$ cat src/core/tbm_pkg.sv
package tbm_pkg;
  // register offsets on the control port
  localparam logic [7:0] TBM_OFS_SELECT   = 8'h70;
  localparam logic [7:0] TBM_OFS_READBACK = 8'h74;
  localparam logic [7:0] TBM_OFS_CTL_A    = 8'h78;
  localparam logic [7:0] TBM_OFS_CTL_B    = 8'h7c;
  localparam logic [7:0] TBM_RST_REG      = 8'h00;

  // observe selector codes
  localparam logic [7:0] TBM_SEL_QUIET    = 8'h00;
  localparam logic [7:0] TBM_SEL_BITSYNC  = 8'h0a;
  localparam logic [7:0] TBM_SEL_PN       = 8'h0b;
  localparam logic [7:0] TBM_SEL_CAL      = 8'h0c;
  localparam logic [7:0] TBM_SEL_CORR_I   = 8'h0d;
  localparam logic [7:0] TBM_SEL_CORR_Q   = 8'h0e;
  localparam logic [7:0] TBM_SEL_CHIPERR  = 8'h0f;
  localparam logic [7:0] TBM_SEL_NCO      = 8'h10;
  localparam logic [7:0] TBM_SEL_LAG      = 8'h11;
  localparam logic [7:0] TBM_SEL_PHASE    = 8'h12;
  localparam logic [7:0] TBM_SEL_IROT     = 8'h13;
  localparam logic [7:0] TBM_SEL_QROT     = 8'h14;
  localparam logic [7:0] TBM_SEL_ADC      = 8'h15;
  localparam logic [7:0] TBM_SEL_XOR_HI   = 8'h16;
  localparam logic [7:0] TBM_SEL_XOR_LO   = 8'h17;
  localparam logic [7:0] TBM_SEL_TIMING   = 8'h18;
  localparam logic [7:0] TBM_SEL_CALACC_L = 8'h19;
  localparam logic [7:0] TBM_SEL_CALACC_H = 8'h1a;
  localparam logic [7:0] TBM_SEL_FREQACC  = 8'h1b;
  localparam logic [7:0] TBM_SEL_XOR_SLOW = 8'h1c;
  localparam logic [7:0] TBM_SEL_SQ2_HI   = 8'h1d;

  // first test register fields
  localparam int TBM_A_PN_EN      = 7;
  localparam int TBM_A_SUBMUX     = 6;
  localparam int TBM_A_HRXOR      = 5;
  localparam int TBM_A_RANDADDR   = 4;
  localparam int TBM_A_FAST_CAL   = 3;
  localparam int TBM_A_TRIM_MAN   = 2;
  localparam int TBM_A_ADC_TEST   = 1;
  localparam int TBM_A_LOOPBACK   = 0;
  // second test register fields
  localparam int TBM_B_ED_CONT    = 1;
  localparam int TBM_B_CCA_LATCH  = 0;

  // timing
  localparam longint TBM_CLK_HZ       = 100_000_000;
  localparam longint TBM_TRIM_SLOW_HZ = 1000;
  localparam longint TBM_TRIM_FAST_HZ = 22000;
  localparam longint TBM_ED_WINDOW_NS = 19000;
  localparam longint TBM_CLK_NS       = 10;
  localparam int     TBM_TRIM_CNT_W   = 17;
  localparam int     TBM_ED_CNT_W     = 12;
  localparam logic [TBM_ED_CNT_W-1:0] TBM_ED_WINDOW_CYC =
    TBM_ED_CNT_W'(TBM_ED_WINDOW_NS / TBM_CLK_NS);

  typedef struct packed {
    logic [7:0]                sel;
    logic [7:0]                ctl_a;
    logic [7:0]                ctl_b;
    logic [7:0]                bus;
    logic                      strobe;
    logic [7:0]                rdata;
    logic [TBM_TRIM_CNT_W-1:0] trim_cnt;
    logic                      trim_tick;
    logic [4:0]                trim;
    logic [11:0]               adc_pins;
    logic [2:0]                rx_i;
    logic [2:0]                rx_q;
  } tbm_main_st_t;

  typedef struct packed {
    logic [TBM_ED_CNT_W-1:0] win_cnt;
    logic                    win_open;
    logic                    rx_en_prev;
    logic                    ed;
    logic                    cca;
    logic                    snap_taken;
  } tbm_ed_st_t;
endpackage

$ cat src/core/tbm_ed_if.sv
`timescale 1ns/1ps
interface tbm_ed_if;
  logic ed_continuous;
  logic cca_latched;
  logic receive_enable;
  logic dwell_tick;
  logic ed_comparator;
  logic raw_clear_channel;
  logic energy_detect;
  logic clear_channel;
  modport ctl
  (
    output ed_continuous, cca_latched, receive_enable, dwell_tick,
    output ed_comparator, raw_clear_channel,
    input  energy_detect, clear_channel
  );
  modport det
  (
    input  ed_continuous, cca_latched, receive_enable, dwell_tick,
    input  ed_comparator, raw_clear_channel,
    output energy_detect, clear_channel
  );
endinterface

$ cat src/core/tbm_ed_ctl.sv
`timescale 1ns/1ps
module tbm_ed_ctl
  import tbm_pkg::*;
(
  input  wire logic i_clk,
  input  wire logic i_reset_n,
  tbm_ed_if.det     ed
);
  tbm_ed_st_t s_q;
  tbm_ed_st_t s_d;

  always_comb
  begin
    s_d = s_q;
    s_d.rx_en_prev = ed.receive_enable;
    if (ed.receive_enable && !s_q.rx_en_prev)
    begin
      s_d.win_cnt  = TBM_ED_WINDOW_CYC;
      s_d.win_open = 1'b1;
      s_d.snap_taken = 1'b0;
    end
    else if (!ed.receive_enable)
    begin
      s_d.win_open   = 1'b0;
      s_d.snap_taken = 1'b0;
    end
    else if (s_q.win_cnt != '0)
    begin
      s_d.win_cnt = s_q.win_cnt - 1'b1;
      if (s_q.win_cnt == TBM_ED_CNT_W'(1))
        s_d.win_open = 1'b0;
    end
    if (ed.dwell_tick && (ed.ed_continuous || s_q.win_open))
      s_d.ed = ed.ed_comparator;
    if (ed.dwell_tick)
    begin
      if (!ed.cca_latched)
        s_d.cca = ed.raw_clear_channel;
      else if (!s_q.snap_taken && ed.receive_enable)
      begin
        s_d.cca        = ed.raw_clear_channel;
        s_d.snap_taken = 1'b1;
      end
    end
  end

  always_ff @(posedge i_clk or negedge i_reset_n)
  begin
    if (!i_reset_n)
      s_q <= '0;
    else
      s_q <= s_d;
  end

  assign ed.energy_detect = s_q.ed;
  assign ed.clear_channel = s_q.cca;
endmodule

$ cat src/core/tbm_test_bus_mux.sv
// Summary of operation
// - code 0Ah shows bit-sync accumulator low byte, sample clock strobe.
// - code 0Bh shows top nine fault-test noise bits on bus and strobe.
// - code 0Ch shows calibration flag, energy detect, trim disable, trim.
// - codes 0Dh/0Eh show correlator I/Q bits 8:1, sample clock strobe.
// - code 0Fh shows chip error bits 14:7, strobe held low.
// - codes 10h/11h show oscillator 19:12 and lag 18:11 accumulators.
// - codes 12h to 14h show sign-extended phase and rotation errors.
// - code 15h shows zero, I converter, Q converter bits.
// - codes 16h/17h nine XOR bits; 1Ch eight XOR bits, symbol strobe.
// - code 18h shows jump clock, jump flag, symbol clock, timing bits.
// - codes 19h to 1Bh spread nine accumulator bits over bus and strobe.
// - code 1Dh shows quality metric high byte, strobe on valid.
// - readback register returns current test bus; writes ignored.
// - first test register bits 7:4 enable four test routings.
// - fast calibration bit speeds trim clock from 1kHz to 22kHz.
// - manual trim bit takes trim from trim source register bits 4:0.
// - converter test bit drives twelve converter bits to pins.
// - loopback bit feeds transmit I/Q to receive inputs.
// - energy detect stops after 19us unless continuous bit set.
// - clear-channel output raw per dwell or latched snapshot.
// - code 00h keeps the test bus quiet at zero.
`timescale 1ns/1ps
module tbm_test_bus_mux
  import tbm_pkg::*;
#(
  parameter int TRIM_SLOW_CYC = int'(TBM_CLK_HZ / TBM_TRIM_SLOW_HZ),
  parameter int TRIM_FAST_CYC = int'(TBM_CLK_HZ / TBM_TRIM_FAST_HZ)
)
(
  input  wire logic        i_clk,
  input  wire logic        i_reset_n,
  input  wire logic [7:0]  i_reg_addr,
  input  wire logic        i_reg_wr,
  input  wire logic        i_reg_rd,
  input  wire logic [7:0]  i_reg_wdata,
  output logic      [7:0]  o_reg_rdata,
  input  wire logic        i_sample_clk,
  input  wire logic        i_symbol_rate_clock,
  input  wire logic [7:0]  i_bitsync_acc,
  input  wire logic [8:0]  i_pn_top,
  input  wire logic        i_cal_full_scale,
  input  wire logic [8:0]  i_corr_i,
  input  wire logic [8:0]  i_corr_q,
  input  wire logic [14:0] i_chip_err_acc,
  input  wire logic [19:0] i_nco_acc,
  input  wire logic [18:0] i_lag_acc,
  input  wire logic [6:0]  i_phase_err,
  input  wire logic [5:0]  i_inphase_rotation_error,
  input  wire logic [5:0]  i_quadrature_rotation_error,
  input  wire logic [2:0]  i_adc_i,
  input  wire logic [2:0]  i_adc_q,
  input  wire logic [5:0]  i_adc_rssi,
  input  wire logic [8:0]  i_xor_hi,
  input  wire logic [8:0]  i_xor_lo,
  input  wire logic [7:0]  i_xor_slow,
  input  wire logic        i_jump_clock_pulse,
  input  wire logic        i_jump_count_flag,
  input  wire logic [4:0]  i_master_timing_count,
  input  wire logic [17:0] i_cal_acc,
  input  wire logic [15:0] i_freq_acc,
  input  wire logic [15:0] i_second_quality_metric,
  input  wire logic        i_sq2_valid,
  input  wire logic [4:0]  i_trim_auto,
  input  wire logic [7:0]  i_trim_source_register,
  input  wire logic [2:0]  i_tx_i,
  input  wire logic [2:0]  i_tx_q,
  input  wire logic        i_receive_enable,
  input  wire logic        i_dwell_tick,
  input  wire logic        i_ed_comparator,
  input  wire logic        i_raw_clear_channel,
  output logic      [7:0]  o_test_bus,
  output logic             o_test_strobe,
  output logic             o_pn_gen_enable,
  output logic             o_subsample_mux_alt,
  output logic             o_hr_xor_to_bus,
  output logic             o_random_addr_to_bus,
  output logic      [4:0]  o_adc_trim,
  output logic             o_trim_tick,
  output logic      [11:0] o_adc_pins,
  output logic             o_modem_disable,
  output logic      [2:0]  o_rx_i,
  output logic      [2:0]  o_rx_q,
  output logic             o_energy_detect,
  output logic             o_clear_channel
);
  localparam logic [TBM_TRIM_CNT_W-1:0] SLOW_LAST =
    TBM_TRIM_CNT_W'(TRIM_SLOW_CYC - 1);
  localparam logic [TBM_TRIM_CNT_W-1:0] FAST_LAST =
    TBM_TRIM_CNT_W'(TRIM_FAST_CYC - 1);
  localparam logic [7:0] SEL_LAST_DEFINED = TBM_SEL_SQ2_HI;

  tbm_main_st_t s_q;
  tbm_main_st_t s_d;
  tbm_ed_if     ed_bus ();

  // nine bits: low eight on the bus, top bit on the strobe
  function automatic logic [8:0] spread9(input logic [8:0] v);
    spread9 = v;
  endfunction

  // sign extension of a six- or seven-bit error to a byte
  function automatic logic [7:0] sext(input logic [6:0] v,
                                      input logic        six);
    if (six)
      sext = {{2{v[5]}}, v[5:0]};
    else
      sext = {v[6], v};
  endfunction

  assign ed_bus.ed_continuous     = s_q.ctl_b[TBM_B_ED_CONT];
  assign ed_bus.cca_latched       = s_q.ctl_b[TBM_B_CCA_LATCH];
  assign ed_bus.receive_enable    = i_receive_enable;
  assign ed_bus.dwell_tick        = i_dwell_tick;
  assign ed_bus.ed_comparator     = i_ed_comparator;
  assign ed_bus.raw_clear_channel = i_raw_clear_channel;

  tbm_ed_ctl u_ed
  (
    .i_clk     (i_clk),
    .i_reset_n (i_reset_n),
    .ed        (ed_bus.det)
  );

  always_comb
  begin
    logic [8:0] nine;
    logic [7:0] cal_byte;
    nine     = '0;
    cal_byte = '0;
    s_d      = s_q;

    // register writes; second register bits 7:2 are plain storage
    if (i_reg_wr)
    begin
      case (i_reg_addr)
        TBM_OFS_SELECT: s_d.sel   = i_reg_wdata;
        TBM_OFS_CTL_A:  s_d.ctl_a = i_reg_wdata;
        TBM_OFS_CTL_B:  s_d.ctl_b = i_reg_wdata;
        default:        s_d.sel   = s_q.sel;
      endcase
    end

    if (i_reg_rd)
    begin
      case (i_reg_addr)
        TBM_OFS_SELECT:   s_d.rdata = s_q.sel;
        TBM_OFS_READBACK: s_d.rdata = s_q.bus;
        TBM_OFS_CTL_A:    s_d.rdata = s_q.ctl_a;
        TBM_OFS_CTL_B:    s_d.rdata = s_q.ctl_b;
        default:          s_d.rdata = '0;
      endcase
    end

    s_d.trim_tick = 1'b0;
    if ((s_q.ctl_a[TBM_A_FAST_CAL] && s_q.trim_cnt >= FAST_LAST) ||
        s_q.trim_cnt >= SLOW_LAST)
    begin
      s_d.trim_cnt  = '0;
      s_d.trim_tick = 1'b1;
    end
    else
      s_d.trim_cnt = s_q.trim_cnt + 1'b1;

    if (s_q.ctl_a[TBM_A_TRIM_MAN])
      s_d.trim = i_trim_source_register[4:0];
    else if (s_q.trim_tick)
      s_d.trim = i_trim_auto;

    if (s_q.ctl_a[TBM_A_ADC_TEST])
      s_d.adc_pins = {i_adc_rssi, i_adc_i, i_adc_q};
    else
      s_d.adc_pins = '0;

    if (s_q.ctl_a[TBM_A_LOOPBACK])
    begin
      s_d.rx_i = i_tx_i;
      s_d.rx_q = i_tx_q;
    end
    else
    begin
      s_d.rx_i = i_adc_i;
      s_d.rx_q = i_adc_q;
    end

    cal_byte = {i_cal_full_scale, ed_bus.energy_detect,
                s_q.ctl_a[TBM_A_TRIM_MAN], s_q.trim};

    s_d.bus    = '0;
    s_d.strobe = 1'b0;
    case (s_q.sel)
      TBM_SEL_QUIET:
      begin
        s_d.bus    = '0;
        s_d.strobe = 1'b0;
      end
      TBM_SEL_BITSYNC:
      begin
        s_d.bus    = i_bitsync_acc;
        s_d.strobe = i_sample_clk;
      end
      TBM_SEL_PN:
        nine = spread9(i_pn_top);
      TBM_SEL_CAL:
      begin
        s_d.bus    = cal_byte;
        s_d.strobe = s_q.trim_tick;
      end
      TBM_SEL_CORR_I:
      begin
        s_d.bus    = i_corr_i[8:1];
        s_d.strobe = i_sample_clk;
      end
      TBM_SEL_CORR_Q:
      begin
        s_d.bus    = i_corr_q[8:1];
        s_d.strobe = i_sample_clk;
      end
      TBM_SEL_CHIPERR:
      begin
        s_d.bus    = i_chip_err_acc[14:7];
        s_d.strobe = 1'b0;
      end
      TBM_SEL_NCO:
      begin
        s_d.bus    = i_nco_acc[19:12];
        s_d.strobe = i_sample_clk;
      end
      TBM_SEL_LAG:
      begin
        s_d.bus    = i_lag_acc[18:11];
        s_d.strobe = i_sample_clk;
      end
      TBM_SEL_PHASE:
      begin
        s_d.bus    = sext(i_phase_err, 1'b0);
        s_d.strobe = i_sample_clk;
      end
      TBM_SEL_IROT:
      begin
        s_d.bus    = sext({1'b0, i_inphase_rotation_error}, 1'b1);
        s_d.strobe = i_sample_clk;
      end
      TBM_SEL_QROT:
      begin
        s_d.bus    = sext({1'b0, i_quadrature_rotation_error}, 1'b1);
        s_d.strobe = i_sample_clk;
      end
      TBM_SEL_ADC:
      begin
        s_d.bus    = {2'h0, i_adc_i, i_adc_q};
        s_d.strobe = i_sample_clk;
      end
      TBM_SEL_XOR_HI:
        nine = spread9(i_xor_hi);
      TBM_SEL_XOR_LO:
        nine = spread9(i_xor_lo);
      TBM_SEL_XOR_SLOW:
      begin
        s_d.bus    = i_xor_slow;
        s_d.strobe = i_symbol_rate_clock;
      end
      TBM_SEL_TIMING:
      begin
        s_d.bus    = {i_jump_clock_pulse, i_jump_count_flag,
                      i_symbol_rate_clock, i_master_timing_count};
        s_d.strobe = i_sample_clk;
      end
      TBM_SEL_CALACC_L:
        nine = spread9(i_cal_acc[8:0]);
      TBM_SEL_CALACC_H:
        nine = spread9(i_cal_acc[17:9]);
      TBM_SEL_FREQACC:
        nine = spread9(i_freq_acc[15:7]);
      TBM_SEL_SQ2_HI:
      begin
        s_d.bus    = i_second_quality_metric[15:8];
        s_d.strobe = i_sq2_valid;
      end
      default:
      begin
        s_d.bus    = '0;
        s_d.strobe = 1'b0;
      end
    endcase

    if (s_q.sel == TBM_SEL_PN || s_q.sel == TBM_SEL_XOR_HI ||
        s_q.sel == TBM_SEL_XOR_LO || s_q.sel == TBM_SEL_CALACC_L ||
        s_q.sel == TBM_SEL_CALACC_H || s_q.sel == TBM_SEL_FREQACC)
    begin
      s_d.bus    = nine[7:0];
      s_d.strobe = nine[8];
    end
    if (s_q.sel > SEL_LAST_DEFINED)
    begin
      s_d.bus    = '0;
      s_d.strobe = 1'b0;
    end
  end

  always_ff @(posedge i_clk or negedge i_reset_n)
  begin
    if (!i_reset_n)
    begin
      s_q       <= '0;
      s_q.sel   <= TBM_RST_REG;
      s_q.ctl_a <= TBM_RST_REG;
      s_q.ctl_b <= TBM_RST_REG;
    end
    else
      s_q <= s_d;
  end

  assign o_pn_gen_enable      = s_q.ctl_a[TBM_A_PN_EN];
  assign o_subsample_mux_alt  = s_q.ctl_a[TBM_A_SUBMUX];
  assign o_hr_xor_to_bus      = s_q.ctl_a[TBM_A_HRXOR];
  assign o_random_addr_to_bus = s_q.ctl_a[TBM_A_RANDADDR];
  assign o_modem_disable      = s_q.ctl_a[TBM_A_ADC_TEST];
  assign o_reg_rdata          = s_q.rdata;
  assign o_test_bus           = s_q.bus;
  assign o_test_strobe        = s_q.strobe;
  assign o_adc_trim           = s_q.trim;
  assign o_trim_tick          = s_q.trim_tick;
  assign o_adc_pins           = s_q.adc_pins;
  assign o_rx_i               = s_q.rx_i;
  assign o_rx_q               = s_q.rx_q;
  assign o_energy_detect      = ed_bus.energy_detect;
  assign o_clear_channel      = ed_bus.clear_channel;
endmodule

$ cat config.mk
export PLATFORM = sky130hd
export DESIGN_NAME = tbm_test_bus_mux
export DESIGN_NICKNAME = d
export VERILOG_FILES = /design/src/core/tbm_pkg.sv /design/src/core/tbm_ed_if.sv /design/src/core/tbm_ed_ctl.sv /design/src/core/tbm_test_bus_mux.sv
export SDC_FILE = /design/constraint.sdc
export NUM_CORES = 1
export LEC_CHECK = 0
export BUFFER_PORTS_ARGS = -buffer_cell sky130_fd_sc_hd__buf_4
export CORE_MARGIN = 2
export CORE_UTILIZATION = 51
export CTS_CLUSTER_SIZE = 30
export DETAILED_ROUTE_END_ITERATION = 8
export HOLD_SLACK_MARGIN = 0.08
export PLACE_DENSITY = 0.95
export SYNTH_ARGS = -nofsm -noshare
export SYNTH_HDL_FRONTEND = slang
export SYNTH_SLANG_ARGS = --single-unit
export TNS_END_PERCENT = 5
$ cat constraint.sdc
create_clock -name i_clk -period 6.3 [get_ports i_clk]
set_clock_uncertainty 0.15 [all_clocks]
set_input_delay 1.26 -clock i_clk [delete_from_list [all_inputs] [get_ports i_clk]]
set_output_delay 1.26 -clock i_clk [all_outputs]
set_load 0.1 [all_outputs]
==> results by group, run 1 <==
Clock tree
  – Total CTS buffers: 9
  – CTS max path bufs: 2
  – Post-CTS Hold Buffers: 0
  – CTS tree: done
  – CTS resizes: 0
  – Root buffer cell: clkbuf_16
  – Worst skew pair latency: 0.35 ns
  – H-tree Lvls: 3
  – Post-CTS setup buffer count: 0
  – CTS clk-pin slew, worst paths: 0.07 ns
  – Num Clock Sinks: 99

Synth
  – Synth top cells by count: 99 x dfrtp_1, 47 x nand2_1, 43 x buf_4, 43 x nor2_1, 39 x mux2_2
  – Cell variety after synth: 66
  – EDFF count, synth: 0
  – Synth warnings: 0
  – Top cells by area, synth: dfrtp_1 40%, mux2_2 7.0%, buf_4 5.2%
  – Seq/Total Area, Yosys: 0.396
  – Post-synth top flop: dfrtp_1
  – Post-synth top area share: 0.396
  – Mapped Cells: 647
  – Count leader, synth: dfrtp_1
  – Synthesized area per cell: 9.67 um2
  – Dominant cell type by area after synthesis: dfrtp_1
  – Flop and latch count out of synthesis: 99
  – Fraction of registers with async set/reset: 1.00
  – Syn Nets: 902
  – Area of the mapped netlist: 0.00626 mm2

Timing
  – Final Cycle Share: 0.526
  – Clock period minus worst slack: 3.32 ns
  – Highest clock rate: 302 MHz
  – Final TNS setup: 0 ns
  – Worst slew pin tran: 1.22 ns
  – Final Worst Setup Slack: 2.98 ns
  – RSZ-0062 raised after global routing: false
  – Slew Limit Fails: 0
  – Fin. Hold Viols: 0
  – Final setup viols: 0
  – Rel. slew slack: 0.187

Power
  – Sw Ratio: 0.354
  – Sequential Power Share: 0.401
  – Overall power: 1830 uW
  – Clock share of power: 0.316
  – NetSw: 647 uW
  – Static leakage: 0.00367 uW
  – Pwr/cell area: 224 mW/mm2
  – Internal power: 1180 uW
  – Worst vdd ir: 0.000246 V
  – Combinational Power Share: 0.283

Setup path
  – Critical path's top delay family: simple AND/OR/NAND/NOR gates
  – Reg2Reg Depth: 5
  – Setup slack, reg-to-reg: 2.98 ns
  – Worst Path Max Fanout: 17
  – Slowest stage cell, crit path: nor4b_4
  – Crit path DAT: 3.43 ns
  – CP max stage delay: 0.83 ns
  – WS Path Type: flop to flop
  – FF-to-FF End: o_test_bus[7]
  – Worst setup EP type: flop
  – Startpoint Class: flop
  – Crit path buf inv count: 0
  – Worst path required time: 6.41 ns
  – RR Startpoint: s_q[76]
  – Cell breakdown of the critical path: nor4b_4 -> and2_1 -> a221oi_1 -> or3_1 -> a31oi_1

Run
  – Max_cap viols: 0

Place
  – Routability cong.: 0.966
  – HPWL Detailed: 16.8 mm
  – PortBufs: 247
  – Placement Setup Slack: 3.08 ns
  – Post-DP Area: 0.00785 mm2

Detailed routing
  – TritonRoute pass-1 iters: 8
  – Vias: 6289
  – Via density: 6.39
  – Initial DRC count: 969
  – Routed Antenna Nets: 0
  – Remaining DRCs: 0
  – Wire per inst: 23.1 um
  – Total Routed Length: 22.8 mm

Layout
  – Layout Nets: 1086
  – Area Growth Syn to Fin: 30.5%
  – Layout cells sized above 1: 0.392
  – Filler cells: 970
  – Post-layout util: 0.680
  – Cell area after layout: 0.00816 mm2

Die
  – Initial Util: 0.521
  – Row count: 40
  – Die Wd: 115 um
  – Core Area: 0.0120 mm2
  – Die H: 115 um
  – Die area: 0.0132 mm2
  – Ports: 298

Worst hold path
  – Hold Startpoint: s_q[60]
  – Worst min-delay path class: flop to flop
  – Hold endpoint: s_q[60]
  – WHS Path Cells: 1

Global routing
  – Initial antenna violation count: 2
  – GRT Util Overall: 0.347
  – GR Overflow Total: 0
  – Global-route wire length before repair: 34.2 mm
  – Vias in the first global route: 6167
  – Largest net degree at the start of global routing: 70

Run status
  – Outcome: complete, no violations
## final cells by class
class	count	area (um2)	share of cell area
antenna	1	2.50	0.000307
clock buffer	10	239	0.0293
clock inverter	6	72.6	0.00889
inverter	12	45.0	0.00552
multi-input combinational	455	3240	0.396
sequential	99	2480	0.303
tap	147	184	0.0225
timing repair buffer	254	1910	0.234
## power groups by stage
stage	combinational, uW	clock, uW	sequential (uW)
6_report	518	577	734
5_1_grt	542	614	739
4_1_cts	514	588	732
3_5_place_dp	512	0	743
3_3_place_gp	507	0	741
2_1_floorplan	336	0	746
## stage by stage
step	instances	hold slack [ns]
finish	984	0.369
detailed placement	967	0.353
global route	983	0.389
global placement	967	0.338
CTS	983	0.369
floorplan	647	0.324
## registers in the layout, summed over array words and instances, names as in the netlist, 3 cells and up
signal,cells
s_q,34
u_ed.s_q,15
o_adc_pins,12
o_reg_rdata,8
o_test_bus,8
o_adc_trim,5
o_rx_i,3
o_rx_q,3
## worst register-to-register path, cell delays in order (launching register included)
cell,delay (ns)
dfrtp_1,0.63
nor4b_4,0.84
and2_1,0.82
a221oi_1,0.18
or3_1,0.42
a31oi_1,0.18
## cells in the final DEF (no fill, tap or decap), types with 3 or more instances in the layout
master	count
buf_4	254
dfrtp_1	99
nand2_1	47
nor2_1	43
mux2_2	39
a22oi_1	38
nand3_1	36
and2_1	19
xor2_1	17
o21ai_0	16
a21oi_1	16
nand4_1	16
a31oi_1	16
mux2i_1	14
nor3_1	12
inv_1	11
o22ai_1	9
clkbuf_16	9
a22o_1	8
xnor2_1	7
nor4_1	6
and3_1	6
a211o_1	6
a221oi_1	6
nor2b_1	5
ha_1	5
nor4_4	4
mux4_2	4
o31ai_1	3
and2_0	3
or3_1	3
nand2b_1	3
o211ai_1	3
nand2_2	3
## worst max path at each step
stage	endpoint	slack [ns]	start	cells after the start
3_3_place_gp	s_q[64]	3.13	i_reg_addr[7]	5
2_1_floorplan	o_modem_disable	3.46	i_reg_addr[1]	5
3_5_place_dp	o_hr_xor_to_bus	3.08	i_reg_addr[7]	5
4_1_cts	o_test_bus[5]	3.14	s_q[76]	5
5_1_grt	o_test_bus[5]	2.83	s_q[76]	5
6_report	o_test_bus[7]	2.98	s_q[76]	5
## metal layers
metal / global-route usage / routed length (um) / vias up
li1: - / - / 2728
met1: 0.438 / 8470 / 2988
met2: 0.531 / 10200 / 485
met3: 0.157 / 3310 / 86
met4: 0.123 / 795 / 2
met5: 0 / 13 / -
## kinds of logic (layout without fill, tap and decap cells)
logic type      count (synthesis)  count (layout)  synth area share
compound gates                145             145             0.168
buf+inv                        93             282            0.0868
xor+xnor                       24              24            0.0336
other cells                     0               1                 0
flops                          99              99             0.396
simple gates                  223             223             0.197
fa+ha+maj                       6               6            0.0116
mux                            57              57             0.107
(Power assumes the default switching activity.)
==> inputs of run 2 (changes only) <==
--- a/config.mk
+++ b/config.mk
@@ -7,11 +7,11 @@
 export LEC_CHECK = 0
 export BUFFER_PORTS_ARGS = -buffer_cell sky130_fd_sc_hd__buf_4
 export CORE_MARGIN = 2
-export CORE_UTILIZATION = 51
+export CORE_UTILIZATION = 47
 export CTS_CLUSTER_SIZE = 30
 export DETAILED_ROUTE_END_ITERATION = 8
 export HOLD_SLACK_MARGIN = 0.08
-export PLACE_DENSITY = 0.95
+export PLACE_DENSITY = 0.91
 export SYNTH_ARGS = -nofsm -noshare
 export SYNTH_HDL_FRONTEND = slang
 export SYNTH_SLANG_ARGS = --single-unit
==> constraint.sdc (replaced) <==
create_clock -name i_clk -period 3.4 [get_ports i_clk]
set_clock_uncertainty 0.15 [all_clocks]
set_input_delay 0.68 -clock i_clk [delete_from_list [all_inputs] [get_ports i_clk]]
set_output_delay 0.68 -clock i_clk [all_outputs]
set_load 0.1 [all_outputs]
==> run 2 against run 1 <==
Sequential cell count is the same. Sequential power grew 85%. Combinational power grew 87%. Global-route usage shrank 3.4 points. Largest cell class unchanged. Hold slack lost 0.18 ns. First-iteration DRC count shrank 24%. Non-clock buffer count grew 19. Sequential share of layout area shrank 0.60 points. Count of clock-buffer cells in the layout is the same. Register-to-register slack lost 2.4 ns. Critical path depth is the same.
==> results by group, run 2 (synthesized netlist as in run 1, its figures left out) <==
Run status
  – Outcome: complete, no violations

Global routing
  – Initial antenna violation count: 0 (-2)
  – GRT Util Overall: 0.312 (-0.0344)
  – Vias in the first global route: 6185 (+0.29%)
  – Largest net degree at the start of global routing: 52 (-26%)
  – Global-route wire length before repair: 34.0 mm (-0.46%)
  – GR Overflow Total: 0 (unchanged)

Timing
  – RSZ-0062 raised after global routing: false
  – Final Cycle Share: 0.837 (+0.310)
  – Hold Slack: 0.191 ns (-0.178 ns)
  – Fin. Hold Viols: 0 (unchanged)
  – Slew Limit Fails: 0 (unchanged)
  – Clock period minus worst slack: 2.84 ns (-0.472 ns)
  – Final TNS setup: 0 ns (unchanged)
  – Worst slew pin tran: 0.904 ns (-0.313 ns)
  – Highest clock rate: 352 MHz (+17%)
  – Final setup viols: 0 (unchanged)
  – Rel. slew slack: 0.392 (+0.205)

Clock tree
  – Worst skew pair latency: 0.36 ns (about the same)
  – Root buffer cell: clkbuf_16
  – CTS tree: done
  – CTS clk-pin slew, worst paths: 0.08 ns (about the same)
  – CTS resizes: 0 (unchanged)
  – Total CTS buffers: 9 (unchanged)
  – Num Clock Sinks: 99 (unchanged)
  – Post-CTS setup buffer count: 0 (unchanged)
  – CTS max path bufs: 2 (unchanged)
  – Post-CTS Hold Buffers: 0 (unchanged)
  – H-tree Lvls: 3 (unchanged)

Power
  – Sw Ratio: 0.366 (+0.0121)
  – Sequential Power Share: 0.406 (+0.005)
  – Worst vdd ir: 0.000324 V (+32%)
  – Internal power: 2120 uW (+79%)
  – Clock share of power: 0.303 (-0.013)
  – Static leakage: 0.00376 uW (+2.5%)
  – NetSw: 1220 uW (+89%)
  – Pwr/cell area: 401 mW/mm2 (+79%)
  – Combinational Power Share: 0.291 (+0.008)

Layout
  – Most common cell after layout, fill and taps aside: buf_4
  – Largest Register: s_q
  – Fin cells: 1031 (+4.8%)
  – Post-layout util: 0.634 (-0.0457)
  – Layout cells sized above 1: 0.405 (+0.0123)
  – Largest register FFs: 34 (unchanged)
  – Layout Nets: 1105 (+1.7%)
  – Area Growth Syn to Fin: 33.1%
  – # diodes: 0 (-1)
  – Most frequent cells in the layout: 272 x buf_4, 99 x dfrtp_1, 47 x nand2_1
  – Filler cells: 1090 (+12%)

Die
  – Ports: 298 (unchanged)
  – Die H: 119 um (+4.0%)
  – Row count: 42 (+5.0%)
  – Die Wd: 119 um (+4.0%)
  – Die area: 0.0143 mm2 (+8.2%)
  – Initial Util: 0.476 (-0.0447)
  – Core Area: 0.0131 mm2 (+9.4%)

Place
  – Dpl cells: 1015 (+5.0%)
  – PortBufs: 247 (unchanged)
  – HPWL Detailed: 17.0 mm (+1.3%)
  – Routability cong.: 1.00 (+3.6%)

Run
  – Max_cap viols: 0 (unchanged)

Setup path
  – Worst Path Max Fanout: 13 (-4)
  – Worst path required time: 3.43 ns (-2.98 ns)
  – WS Path Type: flop to flop
  – Setup slack, reg-to-reg: 0.56 ns (-2.43 ns)
  – Startpoint Class: flop
  – Worst setup EP type: flop
  – Crit path DAT: 2.88 ns (-0.55 ns)

Detailed routing
  – TritonRoute pass-1 iters: 5 (-3)
  – Max layer used: met4
  – Vias: 6210 (-1.3%)
  – Via density: 6.02 (-5.8%)
  – Initial DRC count: 740 (-24%)
  – Remaining DRCs: 0 (unchanged)
  – Routed Antenna Nets: 0 (unchanged)
  – WL met3: 2.29 mm (-31%)
  – Wire length on met1: 8.06 mm (-4.8%)
  – Total Routed Length: 22.1 mm (-2.7%)
  – Metal2 WL: 10.8 mm (+6.0%)
  – Wire per inst: 21.5 um (-7.1%)

Worst hold path
  – Worst min-delay path class: input pin to async pin
## run 2: worst max-delay path, stage by stage, from the launching register on
cell and delay (ns):
dfrtp_1 0.62, maj3_1 0.47, a22oi_1 0.28, nor2_1 0.25, a2111oi_0 0.66, a31oi_1 0.24
## run 2: per-stage QoR
| step | area, um2 | setup slack [ns] | total power (uW) |
|---|---|---|---|
| after floorplan | 6260 | 1.14 | 2000 |
| after global placement | 8040 | 0.703 | 2320 |
| after detailed placement | 8040 | 0.700 | 2340 |
| after CTS | 8330 | 0.658 | 3350 |
| after global routing | 8330 | 0.454 | 3460 |
| final | 8330 | 0.555 | 3340 |
## run 2: final timing paths
kind	from	to	depth (start not counted)
worst max-delay path	s_q[74]	o_test_bus[7]	5
worst min-delay path	i_reset_n	o_adc_pins[0]	1
worst max register to register	s_q[74]	o_test_bus[7]	5
worst min register to register	s_q[65]	s_q[65]	1
max in group asynchronous	i_reset_n	o_adc_trim[4]	2
min in group i_clk	s_q[65]	s_q[65]	1
## run 2: final cells by class
type	instances	area, um2	area share
repair buffers	273	2060	0.248
inverters	12	45.0	0.00541
clock inverters	6	58.8	0.00706
multi-input cells	455	3240	0.389
well taps	176	220	0.0264
flip-flops and latches	99	2480	0.297
clock buffers	10	229	0.0275
## run 2: per-layer routing
| metal | up-vias | global-route usage |
|---|---|---|
| met2 | 405 | 0.520 |
| met3 | 77 | 0.0920 |
| li1 | 2775 | - |
| met4 | 0 | 0.135 |
| met5 | - | 0 |
| met1 | 2953 | 0.376 |
## run 2: power groups by stage
| stage | registers, uW | logic, uW | clock network, uW |
|---|---|---|---|
| finish | 1360 | 970 | 1010 |
| global route | 1370 | 1020 | 1080 |
| CTS | 1350 | 967 | 1030 |
| detailed placement | 1380 | 961 | 0 |
| global placement | 1370 | 951 | 0 |
| floorplan | 1380 | 622 | 0 |
==> inputs of run 3 (changes only) <==
==> constraint.sdc (replaced) <==
create_clock -name i_clk -period 2.96 [get_ports i_clk]
set_clock_uncertainty 0.15 [all_clocks]
set_input_delay 0.592 -clock i_clk [delete_from_list [all_inputs] [get_ports i_clk]]
set_output_delay 0.592 -clock i_clk [all_outputs]
set_load 0.1 [all_outputs]
==> run 3 against run 2 <==
Hold slack improved by 0.019 ns. Routed wire length shrank 1.3%. Largest cell class unchanged. Count of clock-buffer cells in the layout decreased by 1. Worst setup slack worse by 0.18 ns. Critical path depth rose by 1. Total power is 21% higher. Non-clock buffer count grew 4. Global-route usage down 0.65 points. Clock power grew 33%.
==> results by group, run 3 (synthesized netlist as in run 1, its figures left out) <==
Run status
  – Outcome: complete, no violations

Setup path
  – Worst path required time: 3.01 ns (-0.42 ns)
  – Reg2Reg Depth: 6 (+1)
  – RR Startpoint: s_q[76]
  – Worst setup EP type: flop
  – Crit path from: s_q[76]
  – Setup crit end: o_test_bus[7]
  – WS Path Type: flop to flop
  – Worst Path Max Fanout: 12 (-1)
  – Startpoint Class: flop
  – FF-to-FF End: o_test_bus[7]
  – Crit path DAT: 2.63 ns (-0.25 ns)
  – Setup slack, reg-to-reg: 0.37 ns (-0.18 ns)

Detailed routing
  – TritonRoute pass-1 iters: 6 (+1)
  – Via density: 5.99 (-0.61%)
  – Vias: 6196 (-0.23%)
  – Wire per inst: 21.1 um (-1.6%)
  – Routed Antenna Nets: 0 (unchanged)
  – Initial DRC count: 819 (+11%)
  – Remaining DRCs: 0 (unchanged)
  – Total Routed Length: 21.9 mm (-1.3%)

Die
  – Die Wd: 119 um (unchanged)
  – Die H: 119 um (unchanged)
  – Initial Util: 0.476 (unchanged)
  – Row count: 42 (unchanged)
  – Ports: 298 (unchanged)
  – Core Area: 0.0131 mm2 (unchanged)
  – Die area: 0.0143 mm2 (unchanged)

Layout
  – Reg area: 0.00248 mm2 (unchanged)
  – Most common cell after layout, fill and taps aside: buf_4
  – Filler cells: 1081 (-0.83%)
  – Area Growth Syn to Fin: 34.5%
  – Layout Nets: 1109 (+0.36%)
  – Largest register FFs: 34 (unchanged)
  – Layout cells sized above 1: 0.409 (+0.00394)
  – Most frequent cells in the layout: 276 x buf_4, 99 x dfrtp_1, 47 x nand2_1
  – Largest Register: s_q
  – # diodes: 0 (unchanged)
  – Multi-input logic area: 0.00324 mm2 (unchanged)

Clock tree
  – Root buffer cell: clkbuf_16
  – H-tree Lvls: 3 (unchanged)
  – CTS resizes: 0 (unchanged)
  – Post-CTS Hold Buffers: 0 (unchanged)
  – CTS clk-pin slew, worst paths: 0.08 ns (about the same)
  – Post-CTS setup buffer count: 0 (unchanged)
  – Total CTS buffers: 9 (unchanged)
  – CTS max path bufs: 2 (unchanged)
  – Worst skew pair latency: 0.35 ns (about the same)
  – Num Clock Sinks: 99 (unchanged)
  – CTS tree: done

Global routing
  – GR Overflow Total: 0 (unchanged)
  – Initial antenna violation count: 0 (unchanged)
  – Global-route wire length before repair: 33.6 mm (-1.3%)
  – Vias in the first global route: 6257 (+1.2%)
  – GRT Util Overall: 0.306 (-0.00651)
  – Largest net degree at the start of global routing: 67 (+29%)

Place
  – PortBufs: 247 (unchanged)
  – HPWL Detailed: 16.9 mm (-0.56%)
  – Routability cong.: 0.961 (-3.9%)

Timing
  – Slew Limit Fails: 0 (unchanged)
  – Clock period minus worst slack: 2.59 ns (-0.257 ns)
  – Final Cycle Share: 0.874 (+0.0376)
  – Final setup viols: 0 (unchanged)
  – Highest clock rate: 386 MHz (+9.9%)
  – Worst slew pin tran: 1.18 ns (+0.274 ns)
  – RSZ-0062 raised after global routing: false
  – Rel. slew slack: 0.214 (-0.179)
  – Final TNS setup: 0 ns (unchanged)
  – Fin. Hold Viols: 0 (unchanged)

Power
  – Static leakage: 0.00381 uW (+1.3%)
  – Worst vdd ir: 0.000431 V (+33%)
  – Pwr/cell area: 478 mW/mm2 (+19%)
  – Overall power: 4020 uW (+21%)

Run
  – Max_cap viols: 0 (unchanged)

Worst hold path
  – Worst min-delay path class: input pin to async pin
## run 3: changes by cell type in the layout (fill, tap and decap cells not counted), sizes merged
cell and delta:
buf +4, bufinv +2, clkbuf -1, clkinvlp -1
## run 3: how the worst min path moves through the flow
stage	start	endpoint	slack, ns
global placement	s_q[61]	s_q[61]	0.34
CTS	i_reset_n	o_adc_pins[8]	0.23
detailed placement	s_q[62]	s_q[62]	0.35
finish	i_reset_n	o_rx_q[0]	0.21
global route	i_reset_n	o_adc_pins[8]	0.26
floorplan	i_reset_n	ed_bus.cca_latched	0.15
## run 3: area by class of cell
class / instances / area share
multi-input cells: 455 / 0.385
flip-flops and latches: 99 / 0.294
repair buffers: 277 / 0.249
clock buffers: 9 / 0.0268
well taps: 176 / 0.0262
clock inverters: 7 / 0.0141
inverters: 12 / 0.00535
## run 3: metal layers
layer	wire, um	GRT usage	vias up
met5	0	0	-
met1	8240	0.376	2959
met4	988	0.132	0
met2	10500	0.511	389
li1	-	-	2778
met3	2100	0.0766	70
## run 3: critical path, stage by stage, from the launching register on
cell	delay, ns
dfrtp_1	0.58
nor4_4	0.10
buf_4	0.20
and2_1	0.29
a22o_1	0.29
a2111oi_0	0.62
a31oi_1	0.19
## run 3: stage by stage
step	utilization	setup WS, ns	instances	area [um2]	hold slack, ns
after global placement	0.614	0.462	1019	8070	0.338
after floorplan	-	0.789	647	6260	0.146
final	0.641	0.372	1035	8420	0.211
after global routing	0.641	0.238	1035	8420	0.257
after detailed placement	0.614	0.408	1019	8070	0.346
after CTS	0.641	0.432	1035	8420	0.229
## run 3: where the power goes
part           leakage, uW  internal [uW]  switching [uW]
Combinational      0.00236            402             721
Sequential         0.00129           1440             114
Clock             0.000168            768             573
Total              0.00381           2610            1410
